<file path="src/hdl/legacy_regs_pkg.sv">
// Notes on behaviour
// - Latch 14-bit address in colour/mono-graphics modes
// - Pen address unreadable while in VGA mode
// - Colour mode bit0 picks 40 or 80 columns
// - Bit1 graphics select; bit4 enables 640x200
// - Bit3 blanks or enables video; bit5 blinks
// - Colour off: 320 pixels background/cyan/red/white
// - 640 mode: 0 black, 1 select colour
// - Select bits 0-3 add blue/green/red/intensity
// - Select bit4 background text or bright set
// - Select bit5 picks 320x200 palette set
// - Colour status: blank, flag, 1, vsync, ones
// - Any write sets or clears pen flag
// - Flag set stores current display address
// - Mono mode bit3 video on, bit5 blink
// - Mono graphics bit1 text or 720x348 graphics
// - Mono bit7 shows page 0 or page 1
// - Mono graphics status with inverted vertical sync
// - Plain mono status: hblank, video test, ones
// - Config bit0 forces text or permits graphics
// - Config bit1 gates mode bit7 upper page
// - Misc bit0 chooses mono or colour base
`default_nettype none
package legacy_regs_pkg;

    // ==========================================================
    // Port addresses and indices
    localparam logic [9:0] PORT_CRT_INDEX_MONO   = 10'h3B4;
    localparam logic [9:0] PORT_CRT_DATA_MONO    = 10'h3B5;
    localparam logic [9:0] PORT_MONO_MODE        = 10'h3B8;
    localparam logic [9:0] PORT_MONO_PEN_SET     = 10'h3B9;
    localparam logic [9:0] PORT_MONO_STATE       = 10'h3BA;
    localparam logic [9:0] PORT_MONO_PEN_CLEAR   = 10'h3BB;
    localparam logic [9:0] PORT_MONO_PERMIT      = 10'h3BF;
    localparam logic [9:0] PORT_CRT_INDEX_COLOUR = 10'h3D4;
    localparam logic [9:0] PORT_CRT_DATA_COLOUR  = 10'h3D5;
    localparam logic [9:0] PORT_COLOUR_MODE      = 10'h3D8;
    localparam logic [9:0] PORT_COLOUR_SELECT    = 10'h3D9;
    localparam logic [9:0] PORT_COLOUR_STATE     = 10'h3DA;
    localparam logic [9:0] PORT_COLOUR_PEN_CLEAR = 10'h3DB;
    localparam logic [9:0] PORT_COLOUR_PEN_SET   = 10'h3DC;
    localparam logic [7:0] IDX_PEN_HIGH          = 8'h10;
    localparam logic [7:0] IDX_PEN_LOW           = 8'h11;

    // ==========================================================
    // Field positions
    localparam int CM_WIDE_TEXT   = 0;
    localparam int CM_GRAPHICS    = 1;
    localparam int CM_NO_COLOUR   = 2;
    localparam int CM_VIDEO_ON    = 3;
    localparam int CM_FINE_GRAPH  = 4;
    localparam int CM_BLINK_ON    = 5;
    localparam int CS_INTENSITY   = 3;
    localparam int CS_ALT_SET     = 4;
    localparam int CS_PALETTE     = 5;
    localparam int MM_GRAPHICS    = 1;
    localparam int MM_VIDEO_ON    = 3;
    localparam int MM_BLINK_ON    = 5;
    localparam int MM_PAGE        = 7;
    localparam int PERMIT_GRAPH   = 0;
    localparam int PERMIT_UPPER   = 1;

    // ==========================================================
    // Reset values and constant status bits
    localparam logic [7:0] RESET_BYTE       = 8'h00;
    localparam logic [7:0] MONO_MODE_MASK   = 8'h28;
    localparam logic [7:0] MONO_GMODE_MASK  = 8'hAA;
    localparam logic [7:0] CMODE_MASK       = 8'h3F;
    localparam logic [7:0] CSEL_MASK        = 8'h3F;
    localparam logic [7:0] COLOUR_ST_ONES   = 8'hF4;
    localparam logic [7:0] MONO_G_ST_ONES   = 8'h74;
    localparam logic [7:0] MONO_T_ST_ONES   = 8'hF6;
    localparam logic [7:0] UNMAPPED_READ    = 8'hFF;
    localparam logic [3:0] IRGB_BLACK       = 4'h0;

    // Compatibility personality in force
    typedef enum logic [1:0] {MODE_VGA, MODE_COLOUR, MODE_MONO_TEXT, MODE_MONO_GRAPH} compat_t;

    // Decoded display controls for the CRT and palette logic
    typedef struct packed {
        logic       wide_text_select;
        logic       graphics_select;
        logic       fine_graphics_select;
        logic       video_on;
        logic       blink_on;
        logic       display_page_select;
        logic [1:0] columns_code;
    } display_ctrl_t;

    // Host I/O cycle
    typedef struct packed {
        logic [9:0] addr;
        logic [7:0] wdata;
        logic       wr;
        logic       rd;
    } io_req_t;

endpackage : legacy_regs_pkg
`default_nettype wire

</file>
<file path="src/hdl/legacy_text_graphics_regs.sv">
`timescale 1ns/1ps
`default_nettype none
module legacy_text_graphics_regs
(
    // Clock and reset
    input  wire logic                           ref_clk,
    input  wire logic                           resetn,
    // Host I/O port
    input  wire legacy_regs_pkg::io_req_t       io_req,
    output var  logic [7:0]                     io_rdata,
    // Personality and base select
    input  wire legacy_regs_pkg::compat_t       compat_mode,
    input  wire logic                           colour_base,
    // CRT timing (from the same clock domain)
    input  wire logic [13:0]                    display_addr,
    input  wire logic                           blanking_active,
    input  wire logic                           horizontal_blank_state,
    input  wire logic                           vertical_sync_state,
    input  wire logic                           mono_video_enabled,
    // Pixel palette path
    input  wire logic [1:0]                     pixel_code,
    output var  logic [3:0]                     pixel_irgb,
    output var  logic [3:0]                     border_irgb,
    // Display controls
    output var  legacy_regs_pkg::display_ctrl_t display_ctrl,
    output var  logic                           pen_flag
);

    // ==========================================================
    // Register state
    logic [7:0]  colour_mode_ctrl_q;
    logic [7:0]  colour_palette_select_q;
    logic [7:0]  mono_mode_q;
    logic [7:0]  mono_graphics_permit_q;
    logic [7:0]  crt_index_q;
    logic        pen_flag_q;
    logic [13:0] pen_addr_q;

    // ==========================================================
    // Address decode
    wire logic mono_map     = !colour_base;
    wire logic colour_pers  = compat_mode == legacy_regs_pkg::MODE_COLOUR;
    wire logic hgc_pers     = compat_mode == legacy_regs_pkg::MODE_MONO_GRAPH;
    wire logic latch_pers   = colour_pers || hgc_pers;
    wire logic hit_cidx     = io_req.addr == (mono_map ? legacy_regs_pkg::PORT_CRT_INDEX_MONO
                                                       : legacy_regs_pkg::PORT_CRT_INDEX_COLOUR);
    wire logic hit_cdata    = io_req.addr == (mono_map ? legacy_regs_pkg::PORT_CRT_DATA_MONO
                                                       : legacy_regs_pkg::PORT_CRT_DATA_COLOUR);
    wire logic hit_cmode    = !mono_map && io_req.addr == legacy_regs_pkg::PORT_COLOUR_MODE;
    wire logic hit_csel     = !mono_map && io_req.addr == legacy_regs_pkg::PORT_COLOUR_SELECT;
    wire logic hit_cstate   = !mono_map && io_req.addr == legacy_regs_pkg::PORT_COLOUR_STATE;
    wire logic hit_mmode    = mono_map && io_req.addr == legacy_regs_pkg::PORT_MONO_MODE;
    wire logic hit_mstate   = mono_map && io_req.addr == legacy_regs_pkg::PORT_MONO_STATE;
    wire logic hit_permit   = mono_map && io_req.addr == legacy_regs_pkg::PORT_MONO_PERMIT;
    wire logic hit_set      = io_req.addr == (mono_map ? legacy_regs_pkg::PORT_MONO_PEN_SET
                                                       : legacy_regs_pkg::PORT_COLOUR_PEN_SET);
    wire logic hit_clear    = io_req.addr == (mono_map ? legacy_regs_pkg::PORT_MONO_PEN_CLEAR
                                                       : legacy_regs_pkg::PORT_COLOUR_PEN_CLEAR);

    wire logic wr_set       = io_req.wr && hit_set;
    wire logic wr_clear     = io_req.wr && hit_clear;
    // Set wins when both arrive together
    wire logic pen_flag_d   = wr_set || (pen_flag_q && !wr_clear);
    // Capture only on the rising edge of the flag
    wire logic pen_capture  = wr_set && !pen_flag_q && latch_pers;

    // Upper page bit held clear unless permitted
    wire logic [7:0] mono_wmask = hgc_pers ? legacy_regs_pkg::MONO_GMODE_MASK
                                           : legacy_regs_pkg::MONO_MODE_MASK;
    wire logic [7:0] mono_wdata = (io_req.wdata & mono_wmask)
                                  & ~({7'h00, !mono_graphics_permit_q[legacy_regs_pkg::PERMIT_UPPER]}
                                      << legacy_regs_pkg::MM_PAGE);

    // ==========================================================
    // Write side
    always_ff @(posedge ref_clk or negedge resetn)
    begin
        if (!resetn)
        begin
            colour_mode_ctrl_q      <= legacy_regs_pkg::RESET_BYTE;
            colour_palette_select_q <= legacy_regs_pkg::RESET_BYTE;
            mono_mode_q             <= legacy_regs_pkg::RESET_BYTE;
            mono_graphics_permit_q  <= legacy_regs_pkg::RESET_BYTE;
            crt_index_q             <= legacy_regs_pkg::RESET_BYTE;
            pen_flag_q              <= 1'b0;
            pen_addr_q              <= 14'h0000;
        end
        else
        begin
            if (io_req.wr && hit_cmode)
                colour_mode_ctrl_q <= io_req.wdata & legacy_regs_pkg::CMODE_MASK;
            if (io_req.wr && hit_csel)
                colour_palette_select_q <= io_req.wdata & legacy_regs_pkg::CSEL_MASK;
            if (io_req.wr && hit_mmode)
                mono_mode_q <= mono_wdata;
            if (io_req.wr && hit_permit)
                mono_graphics_permit_q <= io_req.wdata;
            if (io_req.wr && hit_cidx)
                crt_index_q <= io_req.wdata;
            pen_flag_q <= pen_flag_d;
            if (pen_capture)
                pen_addr_q <= display_addr;
        end
    end

    // ==========================================================
    // Status bytes
    wire logic [7:0] colour_state = legacy_regs_pkg::COLOUR_ST_ONES
                                  | {4'h0, vertical_sync_state, 1'b0, pen_flag_q,
                                     blanking_active};
    wire logic [7:0] mono_g_state = legacy_regs_pkg::MONO_G_ST_ONES
                                  | {!vertical_sync_state, 3'h0, mono_video_enabled, 1'b0,
                                     pen_flag_q, horizontal_blank_state};
    wire logic [7:0] mono_t_state = legacy_regs_pkg::MONO_T_ST_ONES
                                  | {4'h0, mono_video_enabled, 2'h0,
                                     horizontal_blank_state};

    // Pen address hidden in VGA personality
    wire logic pen_visible = latch_pers && hit_cdata;
    wire logic [7:0] pen_byte = (crt_index_q == legacy_regs_pkg::IDX_PEN_HIGH)
                                ? {2'b00, pen_addr_q[13:8]} : pen_addr_q[7:0];
    wire logic pen_index = crt_index_q == legacy_regs_pkg::IDX_PEN_HIGH
                        || crt_index_q == legacy_regs_pkg::IDX_PEN_LOW;

    // Mode registers read back so software can verify them
    wire logic [7:0] rdata_d =
        (pen_visible && pen_index)    ? pen_byte :
        hit_cidx                      ? crt_index_q :
        hit_cmode                     ? colour_mode_ctrl_q :
        hit_csel                      ? colour_palette_select_q :
        hit_cstate                    ? colour_state :
        hit_mmode                     ? mono_mode_q :
        (hit_mstate && hgc_pers)      ? mono_g_state :
        hit_mstate                    ? mono_t_state :
                                        legacy_regs_pkg::UNMAPPED_READ;

    // ==========================================================
    // Display control decode
    wire logic eff_graph_m = hgc_pers && mono_mode_q[legacy_regs_pkg::MM_GRAPHICS]
                             && mono_graphics_permit_q[legacy_regs_pkg::PERMIT_GRAPH];
    legacy_regs_pkg::display_ctrl_t ctrl_d;
    always_comb
    begin
        ctrl_d = '0;
        if (colour_pers)
        begin
            ctrl_d.wide_text_select     = colour_mode_ctrl_q[legacy_regs_pkg::CM_WIDE_TEXT];
            ctrl_d.graphics_select      = colour_mode_ctrl_q[legacy_regs_pkg::CM_GRAPHICS];
            ctrl_d.fine_graphics_select = colour_mode_ctrl_q[legacy_regs_pkg::CM_FINE_GRAPH];
            ctrl_d.video_on             = colour_mode_ctrl_q[legacy_regs_pkg::CM_VIDEO_ON];
            ctrl_d.blink_on             = colour_mode_ctrl_q[legacy_regs_pkg::CM_BLINK_ON];
            ctrl_d.columns_code         = {1'b0, ctrl_d.wide_text_select};
        end
        else
        begin
            ctrl_d.wide_text_select     = 1'b1;
            ctrl_d.graphics_select      = eff_graph_m;
            ctrl_d.video_on             = mono_mode_q[legacy_regs_pkg::MM_VIDEO_ON];
            ctrl_d.blink_on             = mono_mode_q[legacy_regs_pkg::MM_BLINK_ON];
            ctrl_d.display_page_select  = hgc_pers && mono_mode_q[legacy_regs_pkg::MM_PAGE];
            ctrl_d.columns_code         = {eff_graph_m, 1'b1};
        end
    end

    // ==========================================================
    // Palette path
    wire logic [3:0] sel_irgb   = colour_palette_select_q[legacy_regs_pkg::CS_INTENSITY:0];
    wire logic       bright     = colour_palette_select_q[legacy_regs_pkg::CS_ALT_SET];
    wire logic       pal_alt    = colour_palette_select_q[legacy_regs_pkg::CS_PALETTE];
    wire logic       no_colour  = colour_mode_ctrl_q[legacy_regs_pkg::CM_NO_COLOUR];
    wire logic       graph_on   = colour_mode_ctrl_q[legacy_regs_pkg::CM_GRAPHICS];
    wire logic       fine_on    = colour_mode_ctrl_q[legacy_regs_pkg::CM_FINE_GRAPH];
    // Colour off forces the cyan/red/white set
    wire logic [1:0] set_sel    = no_colour ? 2'd2 : {1'b0, pal_alt};
    logic [3:0] pix_d;
    always_comb
    begin
        pix_d = sel_irgb;
        if (graph_on && fine_on)
            pix_d = pixel_code[0] ? sel_irgb : legacy_regs_pkg::IRGB_BLACK;
        else if (graph_on && pixel_code != 2'b00)
        begin
            unique case (set_sel)
                2'd0:    pix_d = {bright, 3'b000} | ((pixel_code == 2'b01) ? 4'h2 :
                                  (pixel_code == 2'b10) ? 4'h4 : 4'h6);
                2'd1:    pix_d = {bright, 3'b000} | ((pixel_code == 2'b01) ? 4'h3 :
                                  (pixel_code == 2'b10) ? 4'h5 : 4'h7);
                default: pix_d = {bright, 3'b000} | ((pixel_code == 2'b01) ? 4'h3 :
                                  (pixel_code == 2'b10) ? 4'h4 : 4'h7);
            endcase
        end
    end
    // In 640 mode the border stays black since select bits are foreground
    wire logic [3:0] border_d = (graph_on && fine_on) ? legacy_regs_pkg::IRGB_BLACK : sel_irgb;

    // ==========================================================
    // Registered outputs
    always_ff @(posedge ref_clk or negedge resetn)
    begin
        if (!resetn)
        begin
            io_rdata     <= legacy_regs_pkg::RESET_BYTE;
            pixel_irgb   <= legacy_regs_pkg::IRGB_BLACK;
            border_irgb  <= legacy_regs_pkg::IRGB_BLACK;
            display_ctrl <= '0;
            pen_flag     <= 1'b0;
        end
        else
        begin
            if (io_req.rd)
                io_rdata <= rdata_d;
            pixel_irgb   <= pix_d;
            border_irgb  <= border_d;
            display_ctrl <= ctrl_d;
            pen_flag     <= pen_flag_d;
        end
    end

endmodule : legacy_text_graphics_regs
`default_nettype wire

</file>
<file path="config.mk">
export PLATFORM = sky130hd
export DESIGN_NAME = legacy_text_graphics_regs
export DESIGN_NICKNAME = d
export VERILOG_FILES = /design/src/hdl/legacy_regs_pkg.sv /design/src/hdl/legacy_text_graphics_regs.sv
export SDC_FILE = /design/constraint.sdc
export NUM_CORES = 1
export LEC_CHECK = 0
export ABC_AREA = 1
export BUFFER_PORTS_ARGS = -buffer_cell sky130_fd_sc_hd__buf_4
export CAP_MARGIN = 0
export CELL_PAD_IN_SITES_DETAIL_PLACEMENT = 0
export CELL_PAD_IN_SITES_GLOBAL_PLACEMENT = 1
export CORE_ASPECT_RATIO = 0.6
export CORE_MARGIN = 2
export CORE_UTILIZATION = 42
export DETAILED_ROUTE_END_ITERATION = 12
export HOLD_SLACK_MARGIN = 0.06
export PLACE_DENSITY = 0.87
export SYNTH_ARGS = -nofsm -noshare
export SYNTH_HDL_FRONTEND = slang
export SYNTH_SLANG_ARGS = --single-unit
</file>
<file path="constraint.sdc">
create_clock -name ref_clk -period 2.75 [get_ports ref_clk]
set_input_delay 0.55 -clock ref_clk [delete_from_list [all_inputs] [get_ports ref_clk]]
set_output_delay 0.55 -clock ref_clk [all_outputs]
set_load 0.05 [all_outputs]
</file>
; ---- Yosys cells after proc, flatten, opt, wreduce, memory -nomap -nowiden
; Index checks and enable logic that the tools add are counted.
; Widths: inputs -> output; s select.
[word_totals]
register_bits = 69
latchBits = 0
ramBits = 0
rom_bits = 0
in_bits = 45
output_inout_bits = 25
wordCells = 105
n_memories = 0
[classes]
add_sub_neg = 0
n_mul = 0
n_div = 0
n_lt_le_gt_ge = 0
eq_ne = 17
shift = 0
muxes = 31
n_bitwise = 6
n_reduce_logical = 34
[op_table]
columns = op, count
row1 = $mux 8, 9
row2 = $eq 10x10->1 const B, 6
row3 = $eq 10x10->1, 4
row4 = $mux 7, 4
row5 = $logic_and 1x1->1, 24
row6 = $mux 4, 5
row7 = $and 8x8->8, 2
row8 = $eq 8x5->1 const B, 2
row9 = $mux 2, 7
row10 = $or 4x3->4, 3
row11 = $mux 3, 3
row12 = $not 8->8, 1
row13 = $pmux 4 s2, 1
row14 = $eq 2x1->1 const B, 3
row15 = $logic_not 1->1, 5
row16 = $eq 2x2->1 const B, 2
row17 = $logic_or 1x1->1, 3
row18 = $logic_not 2->1, 1
row19 = $mux 1, 2
row20 = $reduce_bool 2->1, 1

; ---- Longest topological paths before layout
; Gate-level depths: netlist (run 1).
[depth]
depth_word = 10
ltp_mapped = 12
mapped_depth_nobuf = 11

; ---- Least setup slack after synthesis (run 1)
; No wires, ideal clock.
[synth_path]
path_type = input to register
from = input io_req[14] in the netlist's numbering
to = register pen_addr_q[6]
setup_time_ns = 0.117
t_arrival_ns = 1.685
t_required_ns = 2.633
setup_slack_ns = 0.948
cell_stages = 11
n_path_buf = 2
path_cell_list = nand2_1 > inv_2 > nand2_2 > nand2_2 > and2_4 > buf_6 > nor4b_4 > nand2_4 > buf_6 > nand2_1 > nand2_1
[synth_via]
elab_chain_cells = 4
[synth_lines]
columns = element, line_no
row1 = start: declaration, legacy_text_graphics_regs.sv:9  ; input wire legacy_regs_pkg::io_req_t io_req,
row2 = $eq 10x10->1, legacy_text_graphics_regs.sv:55  ; wire logic hit_set = io_req.addr == (mono_map ? legacy_regs_pkg::PORT_MONO_PEN_SET
row3 = $logic_and 1x1->1, legacy_text_graphics_regs.sv:60  ; wire logic wr_set = io_req.wr && hit_set;
row4 = $logic_and 1x1->1 (2 in a row), legacy_text_graphics_regs.sv:65  ; wire logic pen_capture = wr_set && !pen_flag_q && latch_pers;
row5 = end signal: assignment, legacy_text_graphics_regs.sv:102  ; pen_addr_q <= display_addr;
row6 = end: declaration, legacy_text_graphics_regs.sv:37  ; logic [13:0] pen_addr_q;
; Every way passes these cells.
; A chain may end at the register's enable or synchronous reset.

; ---- Final worst setup path (run 1)
[layout_path]
from = register crt_index_q[6]
to = register io_rdata[4]
[layout_via]
elab_chain_cells = 4
elab_cells_between_ends = 6
cone_classes = 2 x eq/ne / 2 x mux / 2 x reduce/logical
[layout_lines]
columns = element, line_no
row1 = start: declaration, legacy_text_graphics_regs.sv:35  ; logic [7:0] crt_index_q;
row2 = start signal: assignment, legacy_text_graphics_regs.sv:84  ; crt_index_q <= legacy_regs_pkg::RESET_BYTE;
row3 = start signal: assignment, legacy_text_graphics_regs.sv:99  ; crt_index_q <= io_req.wdata;
row4 = "$eq 8x5->1, on equally long branches", "legacy_text_graphics_regs.sv:120, legacy_text_graphics_regs.sv:122, legacy_text_graphics_regs.sv:123"
row5 = $logic_or 1x1->1, legacy_text_graphics_regs.sv:123  ; || crt_index_q == legacy_regs_pkg::IDX_PEN_LOW;
row6 = $logic_and 1x1->1, legacy_text_graphics_regs.sv:127  ; (pen_visible && pen_index) ? pen_byte :
row7 = $mux 8 *, legacy_text_graphics_regs.sv:127
row8 = end signal: assignment, legacy_text_graphics_regs.sv:202  ; io_rdata <= legacy_regs_pkg::RESET_BYTE;
row9 = end signal: assignment, legacy_text_graphics_regs.sv:211  ; io_rdata <= rdata_d;
row10 = end: declaration, legacy_text_graphics_regs.sv:10  ; output var logic [7:0] io_rdata,
; Mark *: on every way between the ends. The rest lies on a longest branch, timed or not.

==> results of run 1 <==
## cells by family after synthesis
group | count (synthesis)
AO/OA/AOI/OAI | 67
multiplexers | 1
flip-flops | 64
buffers and inverters | 52
AND/OR/NAND/NOR | 232
## worst max path at each step
stage | start | to | slack (ns) | depth (start not counted)
2_1_floorplan | io_req[14] | pen_addr_q[6] | 0.95 | 11
3_3_place_gp | io_req[12] | io_rdata[6] | 0.68 | 9
3_5_place_dp | io_req[13] | io_rdata[7] | 0.60 | 11
4_1_cts | crt_index_q[6] | io_rdata[7] | 0.91 | 11
5_1_grt | crt_index_q[6] | io_rdata[4] | 0.57 | 10
6_report | crt_index_q[6] | io_rdata[4] | 0.88 | 10
## where the power goes
part | internal (mW) | switching [mW]
logic | 0.0688 | 0.113
registers | 0.954 | 0.00787
clock network | 0.822 | 0.432
total | 1.85 | 0.553
## per-layer routing
metal,routed length (µm),track usage [%],part of all wire [%],vias to the layer above
li1,-,-,-,1500
met1,4450,35.7,52,1421
met2,3330,29.0,39,111
met3,582,6.26,6.8,20
met4,199,8.63,2.3,0
met5,0,0,0,-
## final cells by class
cell class,count,area [µm²]
clock inverters,6,90.1
flip-flops and latches,64,1600
clock buffers,10,239
multi-input cells,300,1370
well taps,104,130
repair buffers,73,548
inverters,43,161
fillers,714,3190
## metrics by stage
stage                     hold WS (ns)  worst slack, ns  util (%)  cells  instance area, µm²
final                            0.310            0.879      56.5    600                4140
after global routing             0.380            0.572      56.5    600                4140
after CTS                        0.347            0.907      56.5    600                4140
after detailed placement         0.460            0.599      52.0    584                3810
after global placement           0.455            0.681      52.0    584                3810
after floorplan                  0.254            0.948         -    416                3200
## critical path: stages (launching register included)
cell,delay [ns]
dfrtp_1,0.36
inv_1,0.10
nand2_1,0.06
nor2_1,0.15
nand2_1,0.09
nor2_1,0.17
inv_1,0.08
nor2_2,0.41
nor2_1,0.10
o211ai_1,0.14
a21oi_1,0.10
## cells in the final DEF, fill, tap and decap left out, types with 6 or more instances in the layout
master	instances
clkbuf_16	9
dfrtp_1	64
buf_4	73
nor2_1	55
nand2_1	124
o21ai_0	34
nand3_1	31
a21oi_1	15
nand4_1	6
inv_1	41
## flip-flops by register name, indices dropped and copies added, names as in the netlist
signal,count
pixel_irgb,4
pen_flag,1
colour_mode_ctrl_q,6
colour_palette_select_q,6
border_irgb,4
display_ctrl,7
mono_mode_q,4
mono_graphics_permit_q,2
crt_index_q,8
pen_addr_q,14
io_rdata,8
==> flow_summary.yaml, run 1 <==
critical_path:
  ff2ff_path_depth: 10
  critPathRequiredTime_ns: 2.96
  cp_data_arrival_time_ns: 2.08
  start_kind: "flop"
  crit_type: "reg -> reg"
  crit_fanout: 10
  worstReg2RegStart: "crt_index_q[6]"
  timing.rr.end: "io_rdata[4]"
  end_kind: "flop"
  r2r_slack_ns: 0.88
timing:
  timing.fmax_mhz: 535
  slew_viol_final: 0
  rsz0062_at_grt: "false"
  relSlewSlack_pct: 45.2
  tightestPinTransition_ns: 0.822
  hold_viol_final: 0
  clock_skew_ns: 0.00491
  fin_crit_ns: 1.87
  setup_viol: 0
  fin_crit_sh_pct: 68.0
  fin_tns_setup_ns: 0
yosys:
  yosysWarningCount: 0
  synth_top_area_share_pct: 50.1
  synth_mux_area_share_pct: 0.352
  ys.flop_type: "dfrtp_1"
  post-synth-top-count-cell: "nand2_1"
  yosys-top-cells-count: "nand2_1, dfrtp_1, nor2_1, inv_1, o21ai_0"
  synth_cells: 416
  synthAdderAreaFrac_pct: 0
  synth_area_um2: 3200
  synth-edff-count: 0
  yosys.area_share.simple_pct: 31.0
  synth_fp_nets: 461
  ys_top_cells_by_area: "dfrtp_1, nand2_1, nor2_1"
  syn_area_per_cell_um2: 7.68
  yosysTopAreaCell: "dfrtp_1"
  synth_top_family_by_area: "simple AND/OR/NAND/NOR gates"
  synth-compound-area-share_pct: 11.5
  async_reset_ff_share_pct: 100
  ys_ff_latch: 64
  yosysSeqAreaShare_pct: 50.1
  ys_types: 30
  synth_xor_area_share_pct: 0
finish:
  n_antenna_cell: 0
  area_growth_pct: 29.6
  fin_nets: 536
  drive_gt1_share_pct: 21.0
detailed_routing:
  totalWireLength_um: 8560
  detail_route.first_pass.iterations: 5
  routedWlPerCell_um: 14.3
  vias: 3052
  drc: 0
  drt_iter0_markers: 271
  drt.antenna.violating_nets: 0
  vias_per_cell: 5.09
clock_tree:
  numCtsBuffers: 9
  clk_latency_ns: 0.33
  clk_pin_slew_ns: 0.06
  hold_buffers: 0
  cts_tree: "done"
  cts.sinks: 64
  ctsResizeCount: 0
  clock_path_buffers: 2
  htreeDepth: 3
  cts_root_buffer: "clkbuf_16"
  post_cts_buffers: 0
global_routing:
  first_global_vias: 2785
  grt_pass1_wl_um: 14200
  antenna_found_initial: 0
  grt_start_max_net_pins: 65
  grt-ovfl-total: 0
  grt_usage_pct: 22.6
floorplan:
  coreArea_um2: 7330
  rows: 24
  fp.dieW_um: 117
  die_area_um2: 8350
  start_util_pct: 43.6
  die_y_um: 71.6
  pin_count: 70
pwr:
  peakVddDrop_v: 0.000246
  fin_total_pwr_mw: 2.40
  p_leak_nw: 2.13
  powerDensity_nw_per_um2: 579
outcome:
  status: "completed"
min_path:
  hold_class: "in -> async"
place:
  port_buffers: 69
  place.gp.congestion: 0.921
  dp_hpwl_um: 6500
run:
  maxCapViolations: 0
Note: power is estimated with default switching activity, not from simulation.
==> inputs of run 2 (changes only) <==
ABC_AREA = 0   (was 1)
CORE_UTILIZATION = 38   (was 42)
PLACE_DENSITY = 0.79   (was 0.87)
clock period = 1.7 ns   (was 2.75 ns; I/O delays follow)
==> run 2 against run 1 <==
The run now ends with negative setup slack left; largest power group unchanged; register-to-register slack got worse by 1.4 ns; fmax is 16% lower; critical endpoint is now io_rdata[0]; wire length grew 1.7%; highest routed layer unchanged.
==> flow_summary.yaml, run 2 <==
floorplan:
  die_area_um2: 8880
  pin_count: 70
  start_util_pct: 39.1
  fp.dieW_um: 120
  rows: 25
  coreArea_um2: 7880
  die_y_um: 73.8
yosys:
  yosysSeqAreaShare_pct: 51.9
  ys_ff_latch: 64
  yosysTopAreaCell: "dfrtp_1"
  async_reset_ff_share_pct: 100
  synth_cells: 280
  synth-edff-count: 0
  ys.flop_type: "dfrtp_1"
  synth_top_area_share_pct: 51.9
  synth_fp_nets: 325
  syn_area_per_cell_um2: 11.0
  yosysWarningCount: 0
  ys_types: 45
  synth_area_um2: 3090
  yosys-top-cells-count: "dfrtp_1, mux2_2, nand2_1, o21ai_0, nor2_1"
  ys_top_cells_by_area: "dfrtp_1, mux2_2, o21ai_0"
  post-synth-top-count-cell: "dfrtp_1"
detailed_routing:
  drt.antenna.violating_nets: 0
  wl_met3_um: 570
  dr.max_layer_used: "met4"
  dr_wl_met2_um: 3450
  detail_route.first_pass.iterations: 4
  totalWireLength_um: 8700
  drc: 0
  wl_met1_um: 4570
  vias: 2622
  routedWlPerCell_um: 17.3
  vias_per_cell: 5.20
  drt_iter0_markers: 213
timing:
  holdWs_ns: 0.236
  tightestPinTransition_ns: 0.387
  setup_viol: 14
  slew_viol_final: 0
  rsz0062_at_grt: "true"
  timing.fmax_mhz: 451
  setup_ws_ns: -0.518
  fin_crit_ns: 2.22
  clock_skew_ns: 0.00746
  hold_viol_final: 0
  fin_crit_sh_pct: 130
  relSlewSlack_pct: 73.6
place:
  dp_cells: 486
  dp_hpwl_um: 6520
  port_buffers: 69
  place.gp.congestion: 0.938
  placed_cell_area_um2: 4120
clock_tree:
  cts_root_buffer: "clkbuf_16"
  clock_path_buffers: 2
  cts.sinks: 64
  cts_tree: "done"
  clk_pin_slew_ns: 0.05
  clk_latency_ns: 0.33
  numCtsBuffers: 9
  htreeDepth: 3
critical_path:
  start_kind: "flop"
  crit_cells: 6
  startpoint: "crt_index_q[6]"
  ff2ff_path_depth: 6
  critPathBufInv: 1
  cp_cell_sequence: "or4b_4, or4_4, nor4_2, buf_4, a311oi_1, o22a_1"
  critPathTopFamily: "simple AND/OR/NAND/NOR gates"
  r2r_slack_ns: -0.52
  slowest_stage: "or4b_4"
  cp_slowest_stage_delay_ns: 0.53
  end_kind: "flop"
  critPathRequiredTime_ns: 1.92
  crit_type: "reg -> reg"
  cp-endpoint: "io_rdata[0]"
  worstReg2RegStart: "crt_index_q[6]"
  cp_data_arrival_time_ns: 2.43
  timing.rr.end: "io_rdata[0]"
  crit_fanout: 4
finish:
  utilization_pct: 57.3
  largest_reg_flops: 14
  fin_cells: 504
  finish.instance_area_um2: 4520
  final_cell_mix: "buf_4, dfrtp_1, mux2_2"
  n_antenna_cell: 0
  n_fill_cell: 671
  area_growth_pct: 46.4
  drive_gt1_share_pct: 47.2
  mostFrequentLayoutCell: "buf_4"
  top_register: "pen_addr_q"
  top_regs: "pen_addr_q: 14 flops, crt_index_q: 8 flops, io_rdata: 8 flops"
  fin_nets: 437
global_routing:
  grt-ovfl-total: 0
  first_global_vias: 2555
  antenna_found_initial: 0
  grt_pass1_wl_um: 13800
  grt_start_max_net_pins: 65
  grt_usage_pct: 20.9
run:
  maxCapViolations: 0
min_path:
  hold_depth: 2
  hold_class: "in -> reg"
  hp-start: "display_addr[6]"
pwr:
  powerDensity_nw_per_um2: 880
  peakVddDrop_v: 0.000439
  fin_total_pwr_mw: 3.98
  p_leak_nw: 2.18
outcome:
  violations: "negative setup slack"
  status: "finished with violations"
run 2: cell count changes after synthesis, moves of 5 or more:
cell / before / now
nand2b_1: 0 / 6
mux2_2: 1 / 43
nor2_1: 55 / 16
clkbuf_1: 4 / 12
nand3_1: 31 / 8
a21oi_1: 15 / 7
and2_1: 0 / 5
nor2b_1: 0 / 6
o21ai_0: 34 / 17
nand2_1: 124 / 17
inv_1: 41 / 7
run 2: worst min path at each step:
stage | to | slack [ns]
5_1_grt | pen_addr_q[12] | 0.23
3_3_place_gp | display_ctrl[0] | 0.36
3_5_place_dp | display_ctrl[1] | 0.37
2_1_floorplan | border_irgb[0] | 0.04
6_report | pen_addr_q[6] | 0.24
4_1_cts | pen_addr_q[4] | 0.23
run 2: repair_timing:
item                                    in CTS  in global routing
endpoints found under the hold margin       64                  0
gates resized for setup                      7                  5
endpoints found under the setup margin      22                 23
cloned                                       1                  0
pin swaps                                   11                  2
hold buffers                                 1                  0
buffers inserted                             1                  2
run 2: final cells by class:
| cell class | count | area, µm² | share of cell area, % |
|---|---|---|---|
| sequential | 64 | 1600 | 35.4 |
| multi-input combinational | 193 | 1480 | 32.7 |
| timing repair buffer | 117 | 937 | 20.7 |
| clock buffer | 13 | 280 | 6.20 |
| tap | 108 | 135 | 2.99 |
| clock inverter | 2 | 60.1 | 1.33 |
| inverter | 7 | 26.3 | 0.582 |
run 2: cells by family (layout without fill, tap and decap cells):
group                  after synthesis  after routing  synth area share (%)
AND/OR/NAND/NOR                     88             88                  15.7
flip-flops                          64             64                  51.9
AO/OA/AOI/OAI                       58             58                  12.3
multiplexers                        47             47                  17.0
buffers and inverters               23            139                  3.08
run 2: stage by stage:
stage,setup TNS (ns),setup WS [ns]
after floorplan,-9.49,-0.575
after global placement,-13.08,-0.561
after detailed placement,-13.49,-0.598
after CTS,-4.51,-0.511
after global routing,-5.02,-0.586
final,-3.96,-0.518
run 2: worst register-to-register path, cell delays in order (launching register included):
cell and delay (ns):
dfrtp_1 0.37, or4b_4 0.53, or4_4 0.43, nor4_2 0.33, buf_4 0.20, a311oi_1 0.06
o22a_1 0.18
run 2: per-layer routing:
layer | up-vias | GRT usage, %
met2 | 81 | 27.3
met4 | 0 | 6.20
met1 | 1281 | 32.3
li1 | 1247 | -
met3 | 13 | 6.75
met5 | - | 0
run 2: where the power goes:
| group | switching, mW | internal [mW] |
|---|---|---|
| logic | 0.192 | 0.165 |
| clock network | 0.630 | 1.43 |
| registers | 0.0123 | 1.54 |
| total | 0.835 | 3.14 |
